`config.mk`:
```
export PLATFORM = sky130hd
export DESIGN_NAME = ident_block
export DESIGN_NICKNAME = d
export VERILOG_FILES = /design/src/ident_pkg.sv /design/src/ident_if.sv /design/src/ident_str_store.sv /design/src/ident_seq.sv /design/src/ident_block.sv
export VERILOG_INCLUDE_DIRS = /design/src /design/src/src
export SDC_FILE = /design/constraint.sdc
export NUM_CORES = 2
export LEC_CHECK = 0
export BUFFER_PORTS_ARGS = -buffer_cell sky130_fd_sc_hd__clkbuf_2
export CORE_ASPECT_RATIO = 1.2
export CORE_MARGIN = 2
export CORE_UTILIZATION = 45
export CTS_BUF_LIST = sky130_fd_sc_hd__clkbuf_2
export DETAILED_ROUTE_END_ITERATION = 10
export SETUP_SLACK_MARGIN = 0.02
export SKIP_LAST_GASP = 1
export SLEW_MARGIN = 30
export SYNTH_ARGS = -nofsm -noshare
export SYNTH_HDL_FRONTEND = slang
export SYNTH_SLANG_ARGS = --single-unit
export TNS_END_PERCENT = 20
```
`constraint.sdc`:
```
create_clock -name I_CLK -period 7.8 [get_ports I_CLK]
set_input_delay 0.39 -clock I_CLK [delete_from_list [all_inputs] [get_ports I_CLK]]
set_output_delay 0.39 -clock I_CLK [all_outputs]
set_load 0.02 [all_outputs]
```
`src/ident_defines.svh`:
```
`ifndef IDENT_DEFINES_SVH
`define IDENT_DEFINES_SVH
// ==========================================================
// register byte offsets
`define ID_OFS_CTRL        9'h000
`define ID_OFS_MAXM        9'h004
`define ID_OFS_VAR         9'h008
`define ID_OFS_CAP         9'h00c
`define ID_OFS_STAT        9'h010
`define ID_OFS_STR         9'h100
`define ID_STR_WORDS       34
`define ID_BLOCK_WORDS     256
// ==========================================================
// control register bits
`define ID_CTRL_LOCK       0
`define ID_CTRL_REMOV      1
`define ID_CTRL_SPINUP     3
`define ID_CTRL_MEMCARD    4
`define ID_CTRL_SERIAL     5
`define ID_CTRL_STDBY      6
`define ID_CTRL_IORDY      7
`define ID_CTRL_IORDY_DIS  8
`define ID_CTRL_DMA        9
`define ID_CTRL_MINSTBY    10
`define ID_CTRL_F64        11
`define ID_CTRL_UDMA       12
`define ID_CTRL_MASK       16'h1ffb
`define ID_CTRL_RST        16'h0000
// variable register bits
`define ID_VAR_MULTI_VALID 8
`define ID_VAR_INCOMPLETE  9
`define ID_VAR_MASK        16'h03ff
`define ID_VAR_RST         16'h0000
// status register bits
`define ID_STAT_LOCK       0
`define ID_STAT_BUSY       1
`define ID_STAT_MEDIA      2
// ==========================================================
// reset values and limits
`define ID_MAXM_RST        8'h10
`define ID_CAP_RST         32'h0000_0000
`define ID_CAP_MAX         32'h00ff_ffff
`define ID_SERIAL_MAXM     8'h10
`define ID_PAD_WORD        16'h2020
// ==========================================================
// word indices and fixed word values
`define ID_WI_GCFG         8'h00
`define ID_WI_SPEC         8'h02
`define ID_WI_SER_FIRST    8'h0a
`define ID_WI_SER_LAST     8'h13
`define ID_WI_FW_FIRST     8'h17
`define ID_WI_MODEL_LAST   8'h2e
`define ID_WI_FW_SHIFT     8'h0d
`define ID_WI_MAXM         8'h2f
`define ID_WI_CAP1         8'h31
`define ID_WI_CAP2         8'h32
`define ID_WI_VALID        8'h35
`define ID_WI_MULTI        8'h3b
`define ID_WI_LBA_LO       8'h3c
`define ID_WI_LBA_HI       8'h3d
`define ID_W0_MEMCARD      16'h848a
`define ID_W0_REMOV        7
`define ID_W0_INCOMPLETE   2
`define ID_W2_SPIN_INC     16'h37c8
`define ID_W2_SPIN_CMP     16'h738c
`define ID_W2_NOSPIN_INC   16'h8c73
`define ID_W2_NOSPIN_CMP   16'hc837
`define ID_W49_STDBY       13
`define ID_W49_IORDY       11
`define ID_W49_IORDY_DIS   10
`define ID_W49_LBA         9
`define ID_W49_DMA         8
`define ID_W50_VALID       2'b01
`define ID_W50_MINSTBY     0
`define ID_W53_F64         1
`define ID_W53_UDMA        2
`define ID_W59_VALID       8
`endif

```
`src/ident_pkg.sv`:
```
`default_nettype none
package ident_pkg;
    typedef enum logic [2:0] {
        REG_CTRL = 3'b000,
        REG_MAXM = 3'b001,
        REG_VAR  = 3'b010,
        REG_CAP  = 3'b011,
        REG_STAT = 3'b100,
        REG_STR  = 3'b101,
        REG_NONE = 3'b110
    } reg_t;
    typedef enum logic {
        SEQ_IDLE = 1'b0,
        SEQ_SEND = 1'b1
    } seq_t;
    typedef struct packed {
        logic [15:0] ctrl;
        logic [7:0]  maxm;
        logic [15:0] vset;
        logic [31:0] cap;
        logic        media;
        logic        ack;
        logic [31:0] rdat;
        logic        sync1;
        logic        sync2;
        logic        prev;
    } top_st_t;
endpackage
`default_nettype wire

```
`src/ident_if.sv`:
```
`default_nettype none
interface ident_if;
    logic        wr_en;
    logic [5:0]  wr_idx;
    logic [15:0] wr_data;
    logic [5:0]  a_idx;
    logic [15:0] a_data;
    logic [5:0]  b_idx;
    logic [15:0] b_data;
    logic        start;
    logic        ready;
    logic [7:0]  req_idx;
    logic [15:0] req_word;
    logic        valid;
    logic [15:0] word;
    logic [7:0]  index;
    logic        last;
    modport store (input wr_en, wr_idx, wr_data, a_idx, b_idx, output a_data, b_data);
    modport store_user (output wr_en, wr_idx, wr_data, a_idx, b_idx, input a_data, b_data);
    modport seq (input start, ready, req_word, output req_idx, valid, word, index, last);
    modport seq_user (output start, ready, req_word, input req_idx, valid, word, index, last);
endinterface
`default_nettype wire

```
`src/ident_str_store.sv`:
```
`include "ident_defines.svh"
`default_nettype none
module ident_str_store #(
    parameter int N = `ID_STR_WORDS
) (
    input wire logic I_CLK,
    input wire logic I_RST,
    ident_if.store   s
);
    // index field is 6 bits, so no more than 64 words
    if (N < 1 || N > 64)
    begin : g_bad_size
        $error("string store size out of range");
    end
    logic [N-1:0][15:0] w_q;
    logic [N-1:0][15:0] w_d;
    // ==========================================================
    // storage
    always_comb
    begin
        w_d = w_q;
        if (s.wr_en && (32'(s.wr_idx) < N))
            w_d[s.wr_idx] = s.wr_data;
    end
    assign s.a_data = (32'(s.a_idx) < N) ? w_q[s.a_idx] : 16'h0000;
    assign s.b_data = (32'(s.b_idx) < N) ? w_q[s.b_idx] : 16'h0000;
    always_ff @(posedge I_CLK)
    begin
        if (I_RST)
            w_q <= {N{`ID_PAD_WORD}}; // see R7 see R8
        else
            w_q <= w_d;
    end
endmodule // ident_str_store
`default_nettype wire

```
`src/ident_seq.sv`:
```
`include "ident_defines.svh"
`default_nettype none
module ident_seq #(
    parameter int WORDS = `ID_BLOCK_WORDS
) (
    input wire logic I_CLK,
    input wire logic I_RST,
    ident_if.seq     s
);
    if (WORDS != 256)
    begin : g_bad_words
        $error("index port is 8 bits wide");
    end
    typedef struct packed {
        ident_pkg::seq_t st;
        logic [7:0]      idx;
        logic [15:0]     data;
    } seq_st_t;
    seq_st_t q;
    seq_st_t d;
    logic    at_last;
    // ==========================================================
    // word walk, index 0 upward
    assign at_last   = (q.idx == 8'(WORDS - 1));
    assign s.req_idx = s.start ? 8'h00 : q.idx + 8'h01;
    always_comb
    begin
        d = q;
        if (s.start)
        begin
            d.st   = ident_pkg::SEQ_SEND;
            d.idx  = 8'h00;
            d.data = s.req_word;
        end
        else
        begin
            unique case (q.st)
                ident_pkg::SEQ_IDLE: d = q;
                ident_pkg::SEQ_SEND:
                begin
                    if (s.ready && at_last)
                        d.st = ident_pkg::SEQ_IDLE;
                    else if (s.ready)
                    begin
                        d.idx  = s.req_idx;
                        d.data = s.req_word;
                    end
                end
            endcase
        end
    end
    assign s.valid = (q.st == ident_pkg::SEQ_SEND);
    assign s.word  = q.data;
    assign s.index = q.idx;
    assign s.last  = at_last;
    always_ff @(posedge I_CLK)
    begin
        if (I_RST)
        begin
            q.st   <= ident_pkg::SEQ_IDLE;
            q.idx  <= 8'h00;
            q.data <= 16'h0000;
        end
        else
            q <= d;
    end
endmodule // ident_seq
`default_nettype wire

```
`src/ident_block.sv`:
```
`include "ident_defines.svh"
`default_nettype none
// Notes on behaviour
// word 0 bit 15 zero, except in the fixed memory-card word 0
// word 0 bit 7 marks removable media
// word 0 bit 2 marks incomplete data
// memory-card device returns fixed word 0
// spin-up needed: word 2 codes
// no spin-up: word 2 codes, others reserved
// serial number words, space padded
// firmware revision words, space padded
// model number words, space padded
// word 47 low byte, serial limit 16
// word 49 bit 13 standard standby timers
// word 49 bit 11 IORDY support
// word 49 bit 10 IORDY can be disabled
// word 49 LBA bit, DMA bit
// word 50 validity pattern 01
// word 50 bit 0 device minimum standby
// word 53 bit 1 words 64-70 valid
// word 53 bit 2 ultra DMA valid
// word 59 current multiple setting
// words 60-61 capacity, capped 0ffffff
// fixed words change only on media change
// 256 words sent in ascending order
// unused words and bits read zero
module ident_block (
    input  wire logic        I_CLK,
    input  wire logic        I_RST,
    input  wire logic        I_WB_CYC,
    input  wire logic        I_WB_STB,
    input  wire logic        I_WB_WE,
    input  wire logic [8:0]  I_WB_ADR,
    input  wire logic [31:0] I_WB_DAT,
    input  wire logic [3:0]  I_WB_SEL,
    output logic      [31:0] O_WB_DAT,
    output logic             O_WB_ACK,
    input  wire logic        I_ID_START,
    input  wire logic        I_ID_READY,
    input  wire logic        I_MEDIA_CHANGE,
    output logic             O_ID_VALID,
    output logic      [15:0] O_ID_WORD,
    output logic      [7:0]  O_ID_INDEX,
    output logic             O_ID_LAST
);
    ident_pkg::top_st_t s_q;
    ident_pkg::top_st_t s_d;
    ident_pkg::reg_t    rsel;
    ident_if            lnk ();
    logic               bus;
    logic               wr;
    logic               locked;
    logic               unlock;
    logic [31:0]        wv;
    logic [31:0]        rv;

    // ==========================================================
    // helpers
    function automatic logic [31:0] merge(input logic [31:0] o, input logic [31:0] n, input logic [3:0] be);
        logic [31:0] r;
        r = o;
        for (int b = 0; b < 4; b++)
            if (be[b])
                r[8*b +: 8] = n[8*b +: 8];
        return r;
    endfunction

    function automatic ident_pkg::reg_t decode(input logic [8:0] a);
        ident_pkg::reg_t r;
        r = ident_pkg::REG_NONE;
        if (a[8])
        begin
            if (a[7:2] < 6'(`ID_STR_WORDS))
                r = ident_pkg::REG_STR;
        end
        else if ({a[8:2], 2'b00} == `ID_OFS_CTRL)
            r = ident_pkg::REG_CTRL;
        else if ({a[8:2], 2'b00} == `ID_OFS_MAXM)
            r = ident_pkg::REG_MAXM;
        else if ({a[8:2], 2'b00} == `ID_OFS_VAR)
            r = ident_pkg::REG_VAR;
        else if ({a[8:2], 2'b00} == `ID_OFS_CAP)
            r = ident_pkg::REG_CAP;
        else if ({a[8:2], 2'b00} == `ID_OFS_STAT)
            r = ident_pkg::REG_STAT;
        return r;
    endfunction

    function automatic logic [5:0] str_index(input logic [7:0] i);
        logic [7:0] k;
        k = (i <= `ID_WI_SER_LAST) ? i - `ID_WI_SER_FIRST : i - `ID_WI_FW_SHIFT;
        return k[5:0];
    endfunction

    // all words not built below stay zero
    function automatic logic [15:0] word_at(input logic [7:0] i, input logic [15:0] c, input logic [7:0] mm,
                                            input logic [15:0] v, input logic [31:0] cp, input logic [15:0] sd);
        logic [15:0] w;
        logic        mc;
        logic        sr;
        w  = 16'h0000;
        mc = c[`ID_CTRL_MEMCARD];
        sr = c[`ID_CTRL_SERIAL];
        if (i == `ID_WI_GCFG)
        begin
            if (mc)
                w = `ID_W0_MEMCARD;
            else
            begin
                w[15]                = 1'b0;
                w[`ID_W0_REMOV]      = c[`ID_CTRL_REMOV];
                w[`ID_W0_INCOMPLETE] = v[`ID_VAR_INCOMPLETE];
            end
        end
        else if (i == `ID_WI_SPEC)
        begin
            // word 2 always valid even when data is incomplete
            unique case ({c[`ID_CTRL_SPINUP], v[`ID_VAR_INCOMPLETE]})
                2'b11: w = `ID_W2_SPIN_INC;
                2'b10: w = `ID_W2_SPIN_CMP;
                2'b01: w = `ID_W2_NOSPIN_INC;
                2'b00: w = `ID_W2_NOSPIN_CMP;
            endcase
        end
        else if ((i >= `ID_WI_SER_FIRST && i <= `ID_WI_SER_LAST) || (i >= `ID_WI_FW_FIRST && i <= `ID_WI_MODEL_LAST))
            w = sd; // see R7 see R8
        else if (i == `ID_WI_MAXM)
            w[7:0] = (sr && mm > `ID_SERIAL_MAXM) ? `ID_SERIAL_MAXM : mm;
        else if (i == `ID_WI_CAP1)
        begin
            w[`ID_W49_STDBY]     = c[`ID_CTRL_STDBY];
            w[`ID_W49_IORDY]     = c[`ID_CTRL_IORDY] | sr | ~mc;
            w[`ID_W49_IORDY_DIS] = c[`ID_CTRL_IORDY_DIS] | sr;
            w[`ID_W49_LBA]       = 1'b1;
            w[`ID_W49_DMA]       = c[`ID_CTRL_DMA] | ~mc;
        end
        else if (i == `ID_WI_CAP2)
        begin
            w[15:14]           = `ID_W50_VALID;
            w[`ID_W50_MINSTBY] = c[`ID_CTRL_MINSTBY];
        end
        else if (i == `ID_WI_VALID)
        begin
            // non memory-card devices have pio mode 3, so 64-70 are valid
            w[`ID_W53_F64]  = c[`ID_CTRL_F64] | sr | ~mc;
            w[`ID_W53_UDMA] = c[`ID_CTRL_UDMA] | sr;
        end
        else if (i == `ID_WI_MULTI)
        begin
            w[`ID_W59_VALID] = v[`ID_VAR_MULTI_VALID];
            w[7:0]           = v[`ID_VAR_MULTI_VALID] ? v[7:0] : 8'h00;
        end
        else if (i == `ID_WI_LBA_LO)
            w = cp[15:0];
        else if (i == `ID_WI_LBA_HI)
            w = cp[31:16];
        return w;
    endfunction

    // ==========================================================
    // submodules
    ident_str_store #(
        .N (`ID_STR_WORDS)
    ) u_store (
        .I_CLK (I_CLK),
        .I_RST (I_RST),
        .s     (lnk)
    );

    ident_seq #(
        .WORDS (`ID_BLOCK_WORDS)
    ) u_seq (
        .I_CLK (I_CLK),
        .I_RST (I_RST),
        .s     (lnk)
    );

    // ==========================================================
    // bus decode and word source
    assign bus    = I_WB_CYC & I_WB_STB & ~s_q.ack;
    assign wr     = bus & I_WB_WE;
    assign rsel   = decode(I_WB_ADR);
    assign locked = s_q.ctrl[`ID_CTRL_LOCK];
    // media change pin sampled only after two flops
    assign unlock = s_q.sync2 & ~s_q.prev & s_q.ctrl[`ID_CTRL_REMOV];

    assign lnk.a_idx    = str_index(lnk.req_idx);
    assign lnk.b_idx    = I_WB_ADR[7:2];
    assign lnk.wr_idx   = I_WB_ADR[7:2];
    assign lnk.wr_en    = wr & (rsel == ident_pkg::REG_STR) & ~locked;
    assign lnk.wr_data  = wv[15:0];
    assign lnk.start    = I_ID_START;
    assign lnk.ready    = I_ID_READY;
    assign lnk.req_word = word_at(lnk.req_idx, s_q.ctrl, s_q.maxm, s_q.vset, s_q.cap, lnk.a_data);

    always_comb
    begin
        wv = 32'h0000_0000;
        rv = 32'h0000_0000;
        unique case (rsel)
            ident_pkg::REG_CTRL: rv = {16'h0000, s_q.ctrl};
            ident_pkg::REG_MAXM: rv = {24'h00_0000, s_q.maxm};
            ident_pkg::REG_VAR:  rv = {16'h0000, s_q.vset};
            ident_pkg::REG_CAP:  rv = s_q.cap;
            ident_pkg::REG_STAT:
            begin
                rv[`ID_STAT_LOCK]  = locked;
                rv[`ID_STAT_BUSY]  = lnk.valid;
                rv[`ID_STAT_MEDIA] = s_q.media;
            end
            ident_pkg::REG_STR:  rv = {16'h0000, lnk.b_data};
            ident_pkg::REG_NONE: rv = 32'h0000_0000;
        endcase
        wv = merge(rv, I_WB_DAT, I_WB_SEL);
    end

    // ==========================================================
    // register state
    always_comb
    begin
        s_d       = s_q;
        s_d.sync1 = I_MEDIA_CHANGE;
        s_d.sync2 = s_q.sync1;
        s_d.prev  = s_q.sync2;
        s_d.ack   = bus;
        s_d.rdat  = bus ? rv : 32'h0000_0000;
        if (wr && !locked)
        begin
            // fixed words frozen once locked
            if (rsel == ident_pkg::REG_CTRL)
                s_d.ctrl = wv[15:0] & `ID_CTRL_MASK;
            if (rsel == ident_pkg::REG_MAXM)
                s_d.maxm = wv[7:0];
            if (rsel == ident_pkg::REG_CAP)
                s_d.cap = (wv > `ID_CAP_MAX) ? `ID_CAP_MAX : wv;
        end
        // variable words stay writable while locked
        if (wr && rsel == ident_pkg::REG_VAR)
            s_d.vset = wv[15:0] & `ID_VAR_MASK;
        if (wr && rsel == ident_pkg::REG_STAT && I_WB_SEL[0] && I_WB_DAT[`ID_STAT_MEDIA])
            s_d.media = 1'b0;
        // media set wins over a clear in the same cycle, and the lock clear wins over a lock write
        if (unlock)
        begin
            s_d.ctrl[`ID_CTRL_LOCK] = 1'b0;
            s_d.media               = 1'b1;
        end
    end

    always_ff @(posedge I_CLK)
    begin
        if (I_RST)
        begin
            s_q.ctrl  <= `ID_CTRL_RST;
            s_q.maxm  <= `ID_MAXM_RST;
            s_q.vset  <= `ID_VAR_RST;
            s_q.cap   <= `ID_CAP_RST;
            s_q.media <= 1'b0;
            s_q.ack   <= 1'b0;
            s_q.rdat  <= 32'h0000_0000;
            s_q.sync1 <= 1'b0;
            s_q.sync2 <= 1'b0;
            s_q.prev  <= 1'b0;
        end
        else
            s_q <= s_d;
    end

    assign O_WB_ACK   = s_q.ack;
    assign O_WB_DAT   = s_q.rdat;
    assign O_ID_VALID = lnk.valid;
    assign O_ID_WORD  = lnk.word;
    assign O_ID_INDEX = lnk.index;
    assign O_ID_LAST  = lnk.last;
endmodule // ident_block
`default_nettype wire

```
Word level (Yosys, flattened, before mapping) --
Index checks and enable logic that the tools add are counted.
Storage, ports and cells: bits in registers 668, output and inout port bits 59
Operators by class: add/subtract/negate cells 3, $lt $le $gt $ge 12, equal/unequal tests 27, muxes and demuxes 76, bitwise operators 20, reductions and logical operators 26
Operators with widths (number):
- bitwise mux 544 bit | 1
- two-way mux 16 bit | 18
- binary-select mux 16 bit (select 6 bit) | 2
- case mux 29 bit (5 select lines) | 1
- demux 16 bit (select 6 bit) | 1
- two-way mux 8 bit | 10
- two-way mux 9 bit | 8
- case mux 16 bit (4 select lines) | 1
- == test 8 x 6 -> 1 bit, second input constant | 7
- case mux 25 bit (2 select lines) | 1
- two-way mux 24 bit | 2
- greater-than comparator 32 x 24 -> 1 bit, second input constant | 1
- two-way mux 32 bit | 1
- two-way mux 13 bit | 2
- two-way mux 25 bit | 1
- case mux 3 bit (7 select lines) | 1
- < comparator 6 bit, second input constant | 3
- two-way mux 3 bit | 6
- == test 7 x 2 -> 1 bit, second input constant | 2
- < comparator 6 x 7 -> 1 bit, second input constant | 2
- two-way mux 2 bit | 6
- subtractor 6 x 4 -> 6 bit, second input constant | 2
- logical AND 1 bit | 11
- two-way mux 1 bit | 11
- other kinds (34) | 63

Logic depth before layout (Yosys ltp) --
depth in word-level cells 32, gate-level depth with buffers 16

Hierarchy --
A second synthesis with hierarchy kept.
Unflattened totals: cells, all modules 3858, area total of the unflattened synthesis 34772.1 sq um
By module, submodules not included:
- ident_str_store | times used 1, cells each 3059, area an instance 28090.7 sq um
- ident_block | times used 1, cells each 661, area an instance 5537.8 sq um
- ident_seq | times used 1, cells each 138, area an instance 1143.6 sq um

Worst setup path before layout --
Ideal clock, no wire load.
path type register -> register, start point register u_seq.q (netlist bit u_seq.s.index[1]), end point register u_seq.q (netlist bit u_seq.s.word[4]), data arrival time 3.400 ns, required time 7.665 ns, path slack 4.265 ns, cell stages (with the launch flop) 14, buffers on the path 3, period minus slack after synthesis 3.535 ns, cell sequence dfxtp_1 ha_1 clkbuf_1 nand2_1 ha_1 inv_1 nor2_1 mux2_2 nor2_4 buf_4 buf_2 mux4_2 a2111oi_0 o211ai_1
Between the ends: word-level cells in the longest chain between the ends 32, elaborated cells between the ends (all ways) 58
RTL lines:
- start: declaration | line ident_seq.sv:19 | seq_st_t q;
- adder 8 x 1 -> 8 bit | line ident_seq.sv:25 | assign s.req_idx = s.start ? 8'h00 : q.idx + 8'h01;
- two-way mux 8 bit | line ident_seq.sv:25
- == test 8 x 6 -> 1 bit (no source line)
- two-way mux 16 bit | line ident_block.sv:155 | else if (i == `ID_WI_LBA_HI)
- two-way mux 16 bit | line ident_block.sv:153 | else if (i == `ID_WI_LBA_LO)
- two-way mux 16 bit | line ident_block.sv:148 | else if (i == `ID_WI_MULTI)
- two-way mux 16 bit | line ident_block.sv:142 | else if (i == `ID_WI_VALID)
- two-way mux 16 bit | line ident_block.sv:137 | else if (i == `ID_WI_CAP2)
- [... 16 more ...]
- two-way mux 8 bit | line ident_block.sv:127 | else if (i == `ID_WI_MAXM)
- two-way mux 16 bit | line ident_block.sv:125 | else if ((i >= `ID_WI_SER_FIRST && i <= `ID_WI_SER_LAST) || (i >= `ID_WI_FW_FIRST && i <= `ID_WI_MODEL_LAST))
- two-way mux 16 bit | line ident_block.sv:115 | else if (i == `ID_WI_SPEC)
- two-way mux 16 bit | line ident_block.sv:104 | if (i == `ID_WI_GCFG)
- two-way mux 24 bit | line ident_seq.sv:43 | else if (s.ready)
- two-way mux 24 bit | line ident_seq.sv:41 | if (s.ready && at_last)
- case mux 25 bit (2 select lines) | line ident_seq.sv:37 | unique case (q.st)
- two-way mux 25 bit | line ident_seq.sv:29 | if (s.start)
Several ways; a longest one is shown, not always the timed one. The select of a mux whose other input is x is not followed. A chain may end at the register's enable or synchronous reset.

Final worst setup path --
start point register u_seq.q (netlist bit u_seq.s.index[0]), end point register u_seq.q (netlist bit u_seq.s.word[10])
Between the ends: word-level cells in the longest chain between the ends 25, elaborated cells between the ends (all ways) 51
RTL lines (line):
- adder 8 x 1 -> 8 bit | ident_seq.sv:25
- two-way mux 8 bit | ident_seq.sv:25
- == test 8 x 6 -> 1 bit (no source line)
- two-way mux 16 bit | ident_block.sv:155
- two-way mux 16 bit | ident_block.sv:153
- two-way mux 16 bit | ident_block.sv:148
- two-way mux 16 bit | ident_block.sv:142
- two-way mux 16 bit | ident_block.sv:137
- [... 9 more ...]
- two-way mux 8 bit | ident_block.sv:127
- two-way mux 16 bit | ident_block.sv:125
- two-way mux 16 bit | ident_block.sv:115
- two-way mux 16 bit | ident_block.sv:104
- two-way mux 24 bit | ident_seq.sv:43
- two-way mux 24 bit | ident_seq.sv:41
- case mux 25 bit (2 select lines) | ident_seq.sv:37
- two-way mux 25 bit | ident_seq.sv:29
Several ways; a longest one is shown, not always the timed one. The select of a mux whose other input is x is not followed.

==> flow_summary.ini <==
[floorplanning]
die_x_um = 257
chipHeight_um = 308
io_pins = 112
core_area_sq_um = 76200
fp-row-count = 111
die_area_sq_um = 79200
initial_utilization_pct = 45.4

[worst_setup_path]
crit_path_end = u_seq.s.word[10]$_SDFFE_PP0P_
critPathCaptureType = flip-flop
cp_max_fo = 24
critPathKind = reg2reg
worstReg2RegStart = u_seq.s.index[0]$_SDFFE_PP0P_
critPathLaunchType = flip-flop
rrSetupSlack_ns = 1.78
critPathLaunch = u_seq.s.index[0]$_SDFFE_PP0P_
arrival_ns = 7.43
r2r_cells = 14
reg2reg_to = u_seq.s.word[10]$_SDFFE_PP0P_
critPathRequiredTime_ns = 9.21

[placed_design]
place_congestion = 1.06
dpl.cell_count = 5269
hpwl_mm = 105
dp_slack_ns = 2.18
io_buffers = 109
dpl_cell_area_sq_um = 35700

[yosys]
ys_top_cells_by_count = 1334 x nand2_1, 668 x dfxtp_1, 554 x a21oi_1
synth-async-reset-ratio_pct = 0
ys.warnings.count = 0
synth_top_area_share_pct = 38.6
yosysSeqAreaShare_pct = 38.6
syn-cell-area_sq_um = 34600
synthFlopType = dfxtp_1
synth.area.top_cells = dfxtp_1 39%, nand2_1 14%, a21oi_1 8.0%, mux2i_1 6.1%, mux2_2 2.8%
synth_top_cell_by_area = dfxtp_1
synthCells = 4450
ys_ff_latch = 668
syn_nets = 4512
syn_area_per_cell_sq_um = 7.78
synth-edff-count = 0
synth.most_common_cell = nand2_1
synth_cell_types = 92

[cts]
cts-buffers-inserted = 170
cts_max_path_buffers = 3
insertion_delay_ns = 1.56
path_clk_slew_ns = 0.11
cts_setup_buffers = 0
clock-sinks = 668
htree_levels = 4
clockRootBuffer = clkbuf_2
cts_tree = built
cts_hold_buf = 99
cts.repair.resized = 0

[final_layout]
fin_area_sq_um = 38300
num-fill-cells = 7551
final-instance-count-excl-fill = 5658
area_growth_pct = 10.7
final_util_pct = 50.3
nNetsFinal = 4586
drive_gt1_share_pct = 15.1

[timing]
rsz0062_at_grt = no
setup_violations = 0
timing.hold.ws_ns = 0.143
slew_headroom_pct = 23.1
tightest_slew_ns = 1.15
finalWorstSetupSlack_ns = 1.78
fin_crit_ns = 6.02
hold_viol_final = 0
period_share_pct = 77.2
fmax_mhz = 166
finClkSkew_ns = 0.113
fin_setup_tns_ns = 0
drv_slew = 0

[route]
detail-route-antenna-nets = 0
first_iter_violations = 5403
num_vias = 36900
drt_wl_total_mm = 167
vias_per_cell = 6.53
drtPass1Iterations = 8
wl_per_cell_um = 29.6
drc_errors = 0

[hold_path]
hold_path.class = in2reg

[power_and_ir_drop]
power.density_nw_per_um2 = 171
p_leak_nw = 13.8
peakVddDrop_mv = 0.103
finalPower_mw = 6.55

[global_routing]
grt-ovfl-total = 0
grt_max_degree = 93
antenna_found_initial = 13
grt_pass1_vias = 33700
grt_usage_pct = 40.9
grt_pass1_wl_mm = 236

[job]
cap_violations = 0

[status]
outcome = finished, final reports clean
[cell families (layout without fill, tap and decap cells)]
logic type	after synthesis	in the layout	synth area share, %
multiplexers	341	341	11.6
AO/OA/AOI/OAI	1161	1161	21.7
AND/OR/NAND/NOR	1818	1818	21.7
flip-flops	668	668	38.6
adder cells (fa/ha/maj)	9	9	0.325
other	0	8	0
XOR/XNOR	15	15	0.379
buffers and inverters	438	621	5.72
[critical path, cell delays in order (launching register included)]
cell      delay, ns
dfxtp_1        0.66
ha_1           0.67
nand3_1        0.24
xor2_1         0.20
buf_4          0.21
nor3_2         0.36
nor3_2         0.10
buf_4          0.21
mux2_2         0.90
nand2_1        0.72
buf_4          0.42
o221ai_1       0.20
a31oi_1        0.11
nor3_1         0.74
o41a_1         0.20
[power breakdown]
| group | switching, mW | leakage [nW] | total, mW | internal, mW |
|---|---|---|---|---|
| clock network | 1.54 | 1.14 | 2.47 | 0.932 |
| registers | 0.00569 | 5.38 | 3.42 | 3.41 |
| logic | 0.495 | 7.29 | 0.659 | 0.164 |
| total | 2.04 | 13.8 | 6.55 | 4.51 |
[sequential cells by signal, indices dropped and copies added (netlist names)]
register / cells
O_WB_DAT: 32
locked: 1
u_seq.s.word: 16
O_WB_ACK: 1
u_seq.s.valid: 1
s_q: 63
s_d: 2
u_store.w_q: 544
u_seq.s.index: 8
[layout make-up]
| type | count | area [sq um] | area share (%) |
|---|---|---|---|
| antenna | 8 | 20.0 | 0.0522 |
| clock buffer | 245 | 1230 | 3.20 |
| clock inverter | 36 | 230 | 0.601 |
| inverter | 28 | 105 | 0.274 |
| multi-input combinational | 3344 | 19600 | 51.2 |
| sequential | 668 | 13400 | 34.9 |
| tap | 1017 | 1270 | 3.32 |
| timing repair buffer | 312 | 2480 | 6.47 |
[worst min-delay path by stage]
stage                                  from                             to  slack, ns  cells after the start
final                           I_WB_DAT[7]   u_store.w_q[55]$_SDFFE_PP0P_       0.14                      6
after detailed placement  s_d[1]$_SDFF_PP0_              s_d[0]$_SDFF_PP0_       0.44                      1
after global placement    s_d[1]$_SDFF_PP0_              s_d[0]$_SDFF_PP0_       0.42                      1
after global routing            I_WB_DAT[5]           s_q[42]$_SDFFE_PP0P_       0.13                      5
after CTS                       I_WB_DAT[7]  u_store.w_q[199]$_SDFFE_PP0P_       0.05                      6
after floorplan           s_d[1]$_SDFF_PP0_              s_d[0]$_SDFF_PP0_       0.41                      1
[layout by cell type (no fill, tap or decap), drive strengths merged, types with 17 or more instances in the layout]
master       instances
o221ai              26
nor2               200
a22oi              119
o21ai               65
and3                35
inv                 34
a21oi              555
a221oi              61
mux4                38
dlygate4sd3         92
a31oi               17
or3                 17
nand2             1335
clkinv              26
buf                115
o22ai               44
o211ai              66
nand3               70
clkbuf             350
mux2i              215
mux2                88
and2                31
a22o                28
nor3                51
dfxtp              668
a211o               28
[metal layers]
metal,wire length [um],global-route usage [%]
met2,70400,60.6
met5,70,0
met4,15100,31.2
met3,21900,13.0
met1,59700,49.2
No activity file was read; power rests on OpenSTA's default activity.
